`config.mk`:
```
export PLATFORM = sky130hd
export DESIGN_NAME = debug_event_detector
export DESIGN_NICKNAME = d
export VERILOG_FILES = /design/src/dbg_event_pkg.sv /design/src/debug_event_detector.sv
export VERILOG_INCLUDE_DIRS = /design/src
export SDC_FILE = /design/constraint.sdc
export NUM_CORES = 1
export LEC_CHECK = 0
export BUFFER_PORTS_ARGS = -buffer_cell sky130_fd_sc_hd__clkbuf_2
export CAP_MARGIN = 20
export CORE_ASPECT_RATIO = 1.5
export CORE_MARGIN = 2
export CORE_UTILIZATION = 45
export DETAILED_ROUTE_END_ITERATION = 8
export PLACE_DENSITY = 0.79
export SLEW_MARGIN = 20
export SYNTH_ARGS = -nofsm -noshare
export SYNTH_HDL_FRONTEND = slang
export SYNTH_SLANG_ARGS = --single-unit
```
`constraint.sdc`:
```
create_clock -name clk -period 2.9 [get_ports clk]
set_input_delay 0.145 -clock clk [delete_from_list [all_inputs] [get_ports clk]]
set_output_delay 0.145 -clock clk [all_outputs]
set_load 0.005 [all_outputs]
```
`src/dbg_event_defines.svh`:
```
// Constants for the debug event detector: register offsets, field positions,
// reset values. Assumes a 32-bit APB slave with word-aligned registers.
//
// Behaviour
// RULE_01: Of cache operations only line-zero raises a value match event.
// RULE_02: Conditional store without reservation raises no value match event.
// RULE_03: String load/store with zero byte count raises no value match.
// RULE_04: Taken branch event when enabled and branch redirects the stream.
// RULE_05: External/wait mode: branch sets status, suppressed, stop at branch.
// RULE_06: Internal mode, irq allowed: branch suppressed, debug irq at it.
// RULE_07: Internal-only mode with irq disallowed: no taken branch event.
// RULE_08: Trace mode: branch, trap, return set status and trace only.
// RULE_09: Trap event when enabled and trap condition of trap word holds.
// RULE_10: Trap: stop at trap address, or debug irq saving it.
// RULE_11: Internal-only, irq off: trap sets status, imprecise, program trap.
// RULE_12: Exit handler event when enabled and a return is attempted.
// RULE_13: Return: status set, suppressed, stop or debug irq at its pc.
// RULE_14: Internal-only, irq off: only interrupt return raises exit event.
// RULE_15: That return sets status, imprecise; unsuppressed, delayed irq.
// RULE_16: Completion event when enabled and any instruction completes.
// RULE_17: External/wait: complete event stops at next pc, branch target.
// RULE_18: Completion of a return stops at the address sequentially after it.
// RULE_19: Internal, irq allowed: complete event raises irq, saves next pc.
// RULE_20: Internal-only, irq disallowed: no instruction complete events.
// RULE_21: Software enables complete event only with a non-trace debug mode.
// RULE_22: External/wait beats internal, which beats trace-only handling.
`ifndef DBG_EVENT_DEFINES_SVH
`define DBG_EVENT_DEFINES_SVH

// Register byte offsets
`define OFS_CONTROL_0 12'h000
`define OFS_STATUS 12'h004
`define OFS_SAVE_PC 12'h008
`define OFS_MACHINE 12'h00C

// Control fields
`define CTL_EXT_MODE 0
`define CTL_WAIT_MODE 1
`define CTL_INT_MODE 2
`define CTL_TRACE_MODE 3
`define CTL_BRT_EN 4
`define CTL_TRAP_EN 5
`define CTL_RET_EN 6
`define CTL_INSTR_COMPLETE_EVENT_EN 7
`define CTL_DVC_EN 8
`define CTL_WIDTH 9

// Status fields
`define STS_BRT 0
`define STS_TRAP 1
`define STS_RET 2
`define STS_INSTR_COMPLETE_EVENT 3
`define STS_DVC 4
`define STS_IDE 5
`define STS_WIDTH 6

// Machine state field
`define MSR_IRQ_ALLOW 0

// Reset values
`define CTL_RESET 9'h000
`define STS_RESET 6'h00

`endif

```
`src/dbg_event_pkg.sv`:
```
// Types for the debug event detector.
// Assumes the constants header is compiled alongside.
`default_nettype none
package dbg_event_pkg;

  // Classes of instruction presented by the pipeline
  typedef enum logic [3:0] {
    OP_OTHER = 4'h0,
    OP_BRANCH = 4'h1,
    OP_TRAP = 4'h2,
    OP_RFI = 4'h3,
    OP_RFCI = 4'h4,
    OP_RFMCI = 4'h5,
    OP_LINE_ZERO = 4'h6,
    OP_CACHE_OTHER = 4'h7,
    OP_STORE_COND = 4'h8,
    OP_STRING = 4'h9,
    OP_LOAD_STORE = 4'hA
  } op_class_e;

  // How the current event is handled
  typedef enum logic [3:0] {
    ACT_NONE = 4'h1,
    ACT_STOP = 4'h2,
    ACT_IRQ = 4'h4,
    ACT_RECORD = 4'h8
  } action_e;

endpackage : dbg_event_pkg
`default_nettype wire

```
`src/debug_event_detector.sv`:
```
// Debug event detector: classifies attempted and completed instructions
// against the debug control setting and decides record, suppress, stop or
// debug interrupt. Assumes the pipeline presents one instruction per cycle
// and holds the core once stop or a debug interrupt is signalled.
//
// Design decisions made here: the register offsets and the APB interface to the registers.
`timescale 1ns/1ps
`default_nettype none
`include "dbg_event_defines.svh"

module debug_event_detector #(
  parameter int ADDR_W = 32
) (
  input wire logic clk,
  input wire logic rstn,
  // APB slave
  input wire logic psel,
  input wire logic penable,
  input wire logic pwrite,
  input wire logic [11:0] paddr,
  input wire logic [31:0] pwdata,
  output logic [31:0] prdata,
  output logic pready,
  output logic pslverr,
  // Attempt stage
  input wire logic att_valid,
  input wire dbg_event_pkg::op_class_e att_op,
  input wire logic [ADDR_W-1:0] att_pc,
  input wire logic branch_taken,
  input wire logic trap_cond,
  input wire logic has_reservation,
  input wire logic [6:0] string_byte_count,
  input wire logic value_match_hit,
  // Completion stage
  input wire logic cmp_valid,
  input wire dbg_event_pkg::op_class_e cmp_op,
  input wire logic [ADDR_W-1:0] cmp_pc,
  input wire logic [ADDR_W-1:0] cmp_next_pc,
  // Status back to the core
  output logic suppress,
  output logic program_trap,
  output logic stop_req,
  output logic debug_irq,
  output logic [ADDR_W-1:0] stop_pc,
  output logic [ADDR_W-1:0] critical_save_pc,
  output logic trace_valid,
  output logic [3:0] trace_event
);
  import dbg_event_pkg::*;

  // ****************************************************************
  // Registers
  // ****************************************************************
  logic [`CTL_WIDTH-1:0] debug_control_0;
  logic [`STS_WIDTH-1:0] debug_status_reg;
  logic dbg_irq_allow;
  logic ext_mode, int_only, halt_mode, irq_ok, irq_blocked;
  logic wr_en, rd_en;
  logic [`STS_WIDTH-1:0] set_bits;
  logic [`STS_WIDTH-1:0] clr_bits;
  logic wr_msr_de;
  logic pending_hit;

  // Fixed-latency slave, zero wait states
  assign pready = 1'b1;
  assign wr_en = psel & penable & pwrite;
  assign rd_en = psel & penable & ~pwrite;

  // Decode of an address to a known register
  function automatic logic is_mapped(input logic [11:0] a);
    is_mapped = (a == `OFS_CONTROL_0) || (a == `OFS_STATUS) ||
                (a == `OFS_SAVE_PC) || (a == `OFS_MACHINE);
  endfunction : is_mapped

  assign pslverr = psel & penable & ~is_mapped(paddr);

  // Mode decode, shared by all event types except value match
  assign ext_mode = debug_control_0[`CTL_EXT_MODE] |
                    debug_control_0[`CTL_WAIT_MODE];
  assign halt_mode = ext_mode;
  assign int_only = ~ext_mode & debug_control_0[`CTL_INT_MODE];
  assign irq_ok = int_only & dbg_irq_allow;
  assign irq_blocked = int_only & ~dbg_irq_allow;

  // Control register, written by software only
  always_ff @(posedge clk or negedge rstn) begin
    if (!rstn) begin
      debug_control_0 <= `CTL_RESET;
    end else if (wr_en && paddr == `OFS_CONTROL_0) begin
      debug_control_0 <= pwdata[`CTL_WIDTH-1:0];
    end
  end

  // Interrupt-allow bit of the machine state
  assign wr_msr_de = wr_en && paddr == `OFS_MACHINE;
  always_ff @(posedge clk or negedge rstn) begin
    if (!rstn) begin
      dbg_irq_allow <= 1'b0;
    end else if (wr_msr_de) begin
      dbg_irq_allow <= pwdata[`MSR_IRQ_ALLOW];
    end
  end

  // ****************************************************************
  // Event detection
  // ****************************************************************
  logic brt_hit, trap_hit, ret_hit, instr_complete_event_hit, dvc_hit;
  logic is_ret_att, is_ret_cmp;
  action_e act;
  logic [ADDR_W-1:0] act_pc;

  assign is_ret_att = att_op inside {OP_RFI, OP_RFCI, OP_RFMCI};
  assign is_ret_cmp = cmp_op inside {OP_RFI, OP_RFCI, OP_RFMCI};

  // Stream-redirecting branches only; never in internal-only blocked mode
  assign brt_hit = att_valid && debug_control_0[`CTL_BRT_EN] &&
                   att_op == OP_BRANCH && branch_taken && // see RULE_04
                   !irq_blocked; // see RULE_07
  assign trap_hit = att_valid && debug_control_0[`CTL_TRAP_EN] &&
                    att_op == OP_TRAP && trap_cond; // see RULE_09
  // Critical returns stay clear of events while irqs are blocked
  assign ret_hit = att_valid && debug_control_0[`CTL_RET_EN] &&
                   is_ret_att && // see RULE_12
                   !(irq_blocked && att_op != OP_RFI); // see RULE_14
  // Trace-only completion events are unsupported and dropped
  assign instr_complete_event_hit = cmp_valid && // see RULE_16
                    debug_control_0[`CTL_INSTR_COMPLETE_EVENT_EN] &&
                    (ext_mode || irq_ok); // see RULE_20, RULE_21

  // Value match filtered by instructions that really access storage
  always_comb begin
    dvc_hit = att_valid && debug_control_0[`CTL_DVC_EN] && value_match_hit;
    unique case (att_op)
      OP_LINE_ZERO: dvc_hit = dvc_hit; // see RULE_01
      OP_CACHE_OTHER: dvc_hit = 1'b0; // see RULE_01
      OP_STORE_COND: dvc_hit = dvc_hit && has_reservation; // see RULE_02
      OP_STRING: dvc_hit = dvc_hit && // see RULE_03
                           string_byte_count != 7'h00;
      OP_LOAD_STORE: dvc_hit = dvc_hit;
      default: dvc_hit = 1'b0;
    endcase
  end

  // Action choice: halt beats internal beats trace
  always_comb begin
    act = ACT_NONE;
    act_pc = att_pc;
    set_bits = '0;
    suppress = 1'b0;
    program_trap = 1'b0;
    set_bits[`STS_DVC] = dvc_hit;
    if (brt_hit || trap_hit || ret_hit) begin
      set_bits[`STS_BRT] = brt_hit;
      set_bits[`STS_TRAP] = trap_hit;
      set_bits[`STS_RET] = ret_hit;
      if (halt_mode) begin // see RULE_22
        act = ACT_STOP; // see RULE_05, RULE_10, RULE_13
        suppress = 1'b1;
      end else if (irq_ok) begin
        act = ACT_IRQ; // see RULE_06, RULE_10, RULE_13
        suppress = 1'b1;
      end else if (irq_blocked) begin
        set_bits[`STS_IDE] = 1'b1; // see RULE_11, RULE_15
        suppress = trap_hit; // see RULE_11
        program_trap = trap_hit;
        act = ACT_RECORD;
      end else begin
        act = ACT_RECORD; // see RULE_08
      end
    end else if (instr_complete_event_hit) begin
      set_bits[`STS_INSTR_COMPLETE_EVENT] = 1'b1;
      // Next pc from the pipeline is the target after a taken branch
      act_pc = is_ret_cmp ? cmp_pc + ADDR_W'(4) : cmp_next_pc; // see RULE_18
      act = halt_mode ? ACT_STOP : ACT_IRQ; // see RULE_17, RULE_19
    end
  end

  // Status bits, set wins over a same-cycle software clear
  assign clr_bits = (wr_en && paddr == `OFS_STATUS) ?
                    pwdata[`STS_WIDTH-1:0] : '0;
  always_ff @(posedge clk or negedge rstn) begin
    if (!rstn) begin
      debug_status_reg <= `STS_RESET;
    end else begin
      debug_status_reg <= (debug_status_reg & ~clr_bits) | set_bits;
    end
  end

  // ****************************************************************
  // Outputs
  // ****************************************************************
  // Pending imprecise status fires once irqs are allowed again
  assign pending_hit = irq_ok && act == ACT_NONE &&
                       debug_status_reg[`STS_IDE] &&
                       |debug_status_reg[`STS_INSTR_COMPLETE_EVENT:`STS_BRT]; // see RULE_11

  always_ff @(posedge clk or negedge rstn) begin
    if (!rstn) begin
      stop_req <= 1'b0;
      debug_irq <= 1'b0;
      stop_pc <= '0;
      critical_save_pc <= '0;
      trace_valid <= 1'b0;
      trace_event <= 4'h0;
    end else begin
      stop_req <= act == ACT_STOP;
      debug_irq <= act == ACT_IRQ || pending_hit; // see RULE_15
      trace_valid <= act == ACT_RECORD && !int_only; // see RULE_08
      trace_event <= {set_bits[`STS_INSTR_COMPLETE_EVENT], set_bits[`STS_RET],
                      set_bits[`STS_TRAP], set_bits[`STS_BRT]};
      if (act == ACT_STOP) begin
        stop_pc <= act_pc;
      end
      if (act == ACT_IRQ) begin
        critical_save_pc <= act_pc;
      end else if (pending_hit) begin
        critical_save_pc <= att_pc;
      end
    end
  end

  // Register read mux
  always_comb begin
    prdata = 32'h0000_0000;
    if (rd_en) begin
      unique case (paddr)
        `OFS_CONTROL_0: prdata = 32'(debug_control_0);
        `OFS_STATUS: prdata = 32'(debug_status_reg);
        `OFS_SAVE_PC: prdata = 32'(critical_save_pc);
        `OFS_MACHINE: prdata = {31'h0, dbg_irq_allow};
        default: prdata = 32'h0000_0000;
      endcase
    end
  end

  // ****************************************************************
  // Checks
  // ****************************************************************
  property p_brt_stop;
    @(posedge clk) disable iff (!rstn)
    brt_hit && halt_mode |-> suppress ##1 stop_req && stop_pc == $past(att_pc);
  endproperty
  a_brt_stop: assert property (p_brt_stop) // see RULE_05
    else $error("branch in halt mode did not stop");

  property p_brt_irq;
    @(posedge clk) disable iff (!rstn)
    brt_hit && irq_ok |=> debug_irq && critical_save_pc == $past(att_pc);
  endproperty
  a_brt_irq: assert property (p_brt_irq) // see RULE_06
    else $error("branch irq missing");

  property p_brt_blocked;
    @(posedge clk) disable iff (!rstn)
    irq_blocked && att_valid && att_op == OP_BRANCH &&
      !debug_status_reg[`STS_BRT] |=> !debug_status_reg[`STS_BRT];
  endproperty
  a_brt_blocked: assert property (p_brt_blocked) // see RULE_07
    else $error("event in blocked internal mode");

  property p_trap_blocked;
    @(posedge clk) disable iff (!rstn)
    trap_hit && irq_blocked |-> program_trap && suppress
      ##1 debug_status_reg[`STS_IDE] && !debug_irq;
  endproperty
  a_trap_blocked: assert property (p_trap_blocked) // see RULE_11
    else $error("blocked trap handling wrong");

  property p_ret_crit;
    @(posedge clk) disable iff (!rstn)
    irq_blocked && att_op inside {OP_RFCI, OP_RFMCI} |-> !ret_hit;
  endproperty
  a_ret_crit: assert property (p_ret_crit) // see RULE_14
    else $error("critical return raised event");

  property p_rfi_blocked;
    @(posedge clk) disable iff (!rstn)
    ret_hit && irq_blocked |-> !suppress ##1 debug_status_reg[`STS_RET];
  endproperty
  a_rfi_blocked: assert property (p_rfi_blocked) // see RULE_15
    else $error("blocked return suppressed or unrecorded");

  property p_instr_complete_event_ret_pc;
    @(posedge clk) disable iff (!rstn)
    instr_complete_event_hit && halt_mode && act == ACT_STOP && is_ret_cmp &&
      !(brt_hit || trap_hit || ret_hit)
      |=> stop_pc == $past(cmp_pc) + ADDR_W'(4);
  endproperty
  a_instr_complete_event_ret_pc: assert property (p_instr_complete_event_ret_pc) // see RULE_18
    else $error("return completion pc wrong");

  property p_trace_cont;
    @(posedge clk) disable iff (!rstn)
    (brt_hit || trap_hit) && !ext_mode && !int_only
      |-> !suppress ##1 trace_valid;
  endproperty
  a_trace_cont: assert property (p_trace_cont) // see RULE_08
    else $error("trace event suppressed or untraced");

  property p_dvc_string;
    @(posedge clk) disable iff (!rstn)
    att_op == OP_STRING && string_byte_count == 7'h00
      |=> !debug_status_reg[`STS_DVC] ||
          $past(debug_status_reg[`STS_DVC]);
  endproperty
  a_dvc_string: assert property (p_dvc_string) // see RULE_03
    else $error("zero-length string matched");

  property p_dvc_cache;
    @(posedge clk) disable iff (!rstn)
    att_valid && att_op == OP_CACHE_OTHER && !debug_status_reg[`STS_DVC]
      |=> !debug_status_reg[`STS_DVC];
  endproperty
  a_dvc_cache: assert property (p_dvc_cache) // see RULE_01
    else $error("non-zeroing cache operation matched");

  property p_dvc_cond;
    @(posedge clk) disable iff (!rstn)
    att_valid && att_op == OP_STORE_COND && !has_reservation &&
      !debug_status_reg[`STS_DVC] |=> !debug_status_reg[`STS_DVC];
  endproperty
  a_dvc_cond: assert property (p_dvc_cond) // see RULE_02
    else $error("store without reservation matched");

  property p_trap_halt;
    @(posedge clk) disable iff (!rstn)
    trap_hit && halt_mode |-> suppress
      ##1 stop_req && stop_pc == $past(att_pc);
  endproperty
  a_trap_halt: assert property (p_trap_halt) // see RULE_10
    else $error("trap in halt mode did not stop");

  property p_ret_seen;
    @(posedge clk) disable iff (!rstn)
    att_valid && debug_control_0[`CTL_RET_EN] && att_op == OP_RFI
      |=> debug_status_reg[`STS_RET];
  endproperty
  a_ret_seen: assert property (p_ret_seen) // see RULE_12
    else $error("interrupt return not recorded");

  property p_ret_irq;
    @(posedge clk) disable iff (!rstn)
    ret_hit && irq_ok |-> suppress
      ##1 debug_irq && critical_save_pc == $past(att_pc);
  endproperty
  a_ret_irq: assert property (p_ret_irq) // see RULE_13
    else $error("return irq missing");

  property p_instr_complete_event_stop;
    @(posedge clk) disable iff (!rstn)
    instr_complete_event_hit && halt_mode && !is_ret_cmp &&
      !(brt_hit || trap_hit || ret_hit)
      |=> stop_req && stop_pc == $past(cmp_next_pc);
  endproperty
  a_instr_complete_event_stop: assert property (p_instr_complete_event_stop) // see RULE_17
    else $error("completion stop pc wrong");

  property p_instr_complete_event_irq;
    @(posedge clk) disable iff (!rstn)
    instr_complete_event_hit && irq_ok && !is_ret_cmp &&
      !(brt_hit || trap_hit || ret_hit)
      |=> debug_irq && critical_save_pc == $past(cmp_next_pc);
  endproperty
  a_instr_complete_event_irq: assert property (p_instr_complete_event_irq) // see RULE_19
    else $error("completion irq or saved pc wrong");

  property p_instr_complete_event_blocked;
    @(posedge clk) disable iff (!rstn)
    irq_blocked && cmp_valid && !debug_status_reg[`STS_INSTR_COMPLETE_EVENT]
      |=> !debug_status_reg[`STS_INSTR_COMPLETE_EVENT];
  endproperty
  a_instr_complete_event_blocked: assert property (p_instr_complete_event_blocked) // see RULE_20
    else $error("completion event in blocked internal mode");

  property p_halt_first;
    @(posedge clk) disable iff (!rstn)
    (brt_hit || trap_hit || ret_hit) && halt_mode &&
      debug_control_0[`CTL_INT_MODE] |=> stop_req && !debug_irq;
  endproperty
  a_halt_first: assert property (p_halt_first) // see RULE_22
    else $error("internal handling beat halt mode");

  c_stop: cover property (@(posedge clk) disable iff (!rstn) stop_req);
  c_irq: cover property (@(posedge clk) disable iff (!rstn) debug_irq);
  c_pend: cover property (@(posedge clk) disable iff (!rstn) pending_hit);
  c_trace: cover property (@(posedge clk) disable iff (!rstn) trace_valid);
  c_ptrap: cover property (@(posedge clk) disable iff (!rstn) program_trap);

endmodule : debug_event_detector
`default_nettype wire

```
==> impl.org <==
** Synth
- Area contributors post-synth :: sky130_fd_sc_hd__dfrtp_1, sky130_fd_sc_hd__nor2_1, sky130_fd_sc_hd__a21oi_1, sky130_fd_sc_hd__mux2i_1, sky130_fd_sc_hd__nand2_1
- Average cell area after synthesis :: 9.05 µm²
- The synthesized design contains 0 enable-type register cells.
- Proportion of synthesized flip-flops having asynchronous set or reset :: 100%
- Top-area cell type share of the netlist area :: 40.9%
- The cell count after synthesis came out at 588.
- The cell area that synthesis handed to floorplanning was 5320 µm².
- In the synthesized netlist the dominant register cell turns out to be sky130_fd_sc_hd__dfrtp_1.
- Most used standard cells in the synthesized netlist :: sky130_fd_sc_hd__dfrtp_1, sky130_fd_sc_hd__nor2_1, sky130_fd_sc_hd__a21oi_1
- Of the synthesized area, sequential elements account for 40.9%.
- Most frequent cell after synthesis :: sky130_fd_sc_hd__dfrtp_1
- Number of different library cells in the post-synthesis netlist :: 61
- Total nets after synthesis :: 755
- Dominant cell type by area after synthesis :: sky130_fd_sc_hd__dfrtp_1
- After synthesis the netlist holds a flip-flop and latch count of 87.
- Yosys printed 0 warnings.

** Route
- The first TritonRoute pass finished after 5 iterations.
- Post-Route WL :: 17900 µm
- DR iter-0 viols :: 225
- After detailed routing, the average wire length per cell comes to 18.3 µm.
- In the routed design, unresolved DRC markers number 0.
- Via/cell ratio :: ~5.6
- ANT nets after route :: 0
- Across all layers, the routed design uses 5519 vias.

** Clock network
- The clock passes through at most 2 buffers.
- TritonCTS clock tree :: yes
- Cell chosen for the clock root :: sky130_fd_sc_hd__clkbuf_16
- Counting every sink on the clock net gives a little under 90.
- Clock edge transition at the registers on the reported setup and hold paths :: 70 ps
- At the later pin of the worst-skew pair, clock insertion delay measures 340 ps.
- The H-tree generated during clock tree synthesis spans 3 levels.
- TritonCTS created 9 clock buffers.
- Gates resized during post-CTS repair numbered 0.

** Placement
- Last weighted congestion value of the routability-driven placer :: ~0.90
- PortBufs :: around 250
- DPL Wire Length :: 13600 µm

** Power
- Pwr per Cell Area :: 392 nW/µm²
- The design draws ~2.8 mW.
- For this design the static power due to leakage is 3.61 nW.
- Max rail drop VDD :: 0.000263 V

** Timing
- Setup repair after global routing left no endpoint under its margin.
- Minimum clock period after layout :: 2530 ps
- Relative slew margins :: 33.5%
- Post-route fraction of the period consumed by the critical path :: 87.3%
- Achievable Freq :: 395 MHz
- Hold timing on the final database bottoms out at a slack of about 32 ps.
- Final slew viol count :: 0
- Setup violations remaining at the end of the flow were counted as 0.
- Final TNS setup :: 0 ps
- Slew at the pin with the worst max-slew slack :: 995 ps
- Clock skew on the completed layout was measured at roughly 12 ps.
- Final number of hold-violating endpoints :: 0

** Floorplanning
- The floorplan step set the die width to 92.8 µm.
- FP Rows :: 48
- Count of pins on the block boundary :: 273
- For this configuration, the core starts out at a cell density of 46.2%.
- Die Span Y :: 137 µm
- The die covers 12700 µm².
- The floorplan step defined a core boundary enclosing 11500 µm².

** Finish
- Biggest registers after layout :: critical_save_pc x32, stop_pc x32, debug_control_0 x9
- Layout overhead on the synthesized area :: 32.4%
- Layout cell share with drive strength beyond 1 :: 37.1%
- # diodes :: 0
- Final #Nets :: about 1000

** Critical path
- The worst register-to-register path begins at debug_control_0[1].
- Worst-case reg-to-reg path depth :: 6
- The endpoint identified for the worst register-to-register timing path is critical_save_pc[17].
- The most critical setup path has its startpoint at debug_control_0[1].
- WP data arrival :: 2760 ps
- Critical path class :: reg2reg
- STA classifies the critical path startpoint as a flip-flop.
- Kind of capture point of the worst setup path :: flip-flop
- End point of the critical path :: critical_save_pc[17]
- Largest fanout on the critical path :: 30
- Required @ worst endpoint :: roughly 3100 ps
- R2r setup slk :: 370 ps

** Hold path
- The tightest min-delay check is of the in2reg type.

** Global routing
- Initial antenna violation count :: 0
- Number of global-route vias before repair :: 5420
- Global routing consumed, over all layers together, approximately 28% of the routing resources.
- Residual overflow from global routing :: 0
- The first global-routing pass estimated 27600 µm of wire.
- Largest net degree at the start of global routing :: 64

** Outcome
- The flow ran to the end, and the final reports show no timing, DRC or antenna violations.

** Flow run
- # Max-Cap Violations :: 0
-- critical path, stage by stage, from the launching register on --
cell and delay, ps:
sky130_fd_sc_hd__dfrtp_1 460, sky130_fd_sc_hd__nor4b_4 330, sky130_fd_sc_hd__o22ai_1 190, sky130_fd_sc_hd__a311oi_4 530
sky130_fd_sc_hd__a21oi_4 360, sky130_fd_sc_hd__and2_0 280, sky130_fd_sc_hd__a221o_1 250
-- worst min-delay path by stage --
stage                         start                   to  slack, ps  depth (start not counted)
after global routing      pwdata[6]   debug_control_0[6]         50                          2
after global placement         rstn             stop_req        240                          1
after detailed placement       rstn             stop_req        240                          1
after floorplan                rstn  critical_save_pc[0]       -150                          0
final                     pwdata[8]   debug_control_0[8]         30                          2
after CTS                 pwdata[8]   debug_control_0[8]         30                          2
-- cells by family after synthesis --
logic type	after synthesis	synth area share, %
fa+ha+maj	1	0.235
simple gates	238	23.2
compound gates	162	21.2
flops	87	40.9
buf+inv	45	4.23
xor+xnor	22	3.62
other cells	1	0.0705
mux	32	6.56
-- through the flow --
step	instance area, µm²	util [%]	instances	setup WS [ps]
after floorplan	5320	-	588	750
after global placement	6710	58.2	964	431
after detailed placement	6710	58.2	964	411
after CTS	7050	61.1	981	386
after global routing	7050	61.1	981	205
final	7050	61.1	981	370
-- per-layer routing --
metal  GRT usage (%)  wire (µm)  up-vias  part of all wire, %
met4            11.8        560        0                  3.1
met1            31.9       6560     2622                   37
met5               0          0        -                    0
li1                -          -     2618                    -
met2            50.5       9450      241                   53
met3            6.18       1370       38                  7.7
-- where the power goes --
group          internal [mW]  switching, mW
registers               1.21       0.000314
clock network          0.779          0.487
logic                  0.124          0.161
-- layout by cell type, fill, tap and decap left out, types with 10 or more instances in the layout --
master | Yosys | final
sky130_fd_sc_hd__a211o_1 | 11 | 11
sky130_fd_sc_hd__a21o_1 | 18 | 18
sky130_fd_sc_hd__a21oi_1 | 46 | 45
sky130_fd_sc_hd__a221o_1 | 11 | 11
sky130_fd_sc_hd__a22o_1 | 10 | 10
sky130_fd_sc_hd__a22oi_1 | 10 | 10
sky130_fd_sc_hd__a31oi_1 | 15 | 15
sky130_fd_sc_hd__and2_1 | 26 | 26
sky130_fd_sc_hd__and3_1 | 10 | 10
sky130_fd_sc_hd__and4_1 | 10 | 10
sky130_fd_sc_hd__buf_4 | 3 | 17
sky130_fd_sc_hd__clkbuf_2 | 2 | 247
sky130_fd_sc_hd__dfrtp_1 | 87 | 87
sky130_fd_sc_hd__mux2_2 | 13 | 13
sky130_fd_sc_hd__mux2i_1 | 18 | 18
sky130_fd_sc_hd__nand2_1 | 45 | 45
sky130_fd_sc_hd__nand3_1 | 16 | 16
sky130_fd_sc_hd__nor2_1 | 76 | 76
sky130_fd_sc_hd__o21ai_0 | 15 | 15
sky130_fd_sc_hd__xnor2_1 | 14 | 14
-- layout make-up --
cell class	count	area, µm²
fill	1068	4480
multi-input combinational	456	2940
sequential	87	2180
timing repair buffer	266	1390
clock buffer	11	243
tap	150	188
clock inverter	5	81.3
inverter	6	22.5
-- what timing repair did --
action                                 CTS  global route
endpoints found under the hold margin   53             0
setup endpoints to repair                0             0
buffers inserted                         0             0
hold buffers                             1             0
No activity file was read; power rests on OpenSTA's default activity.
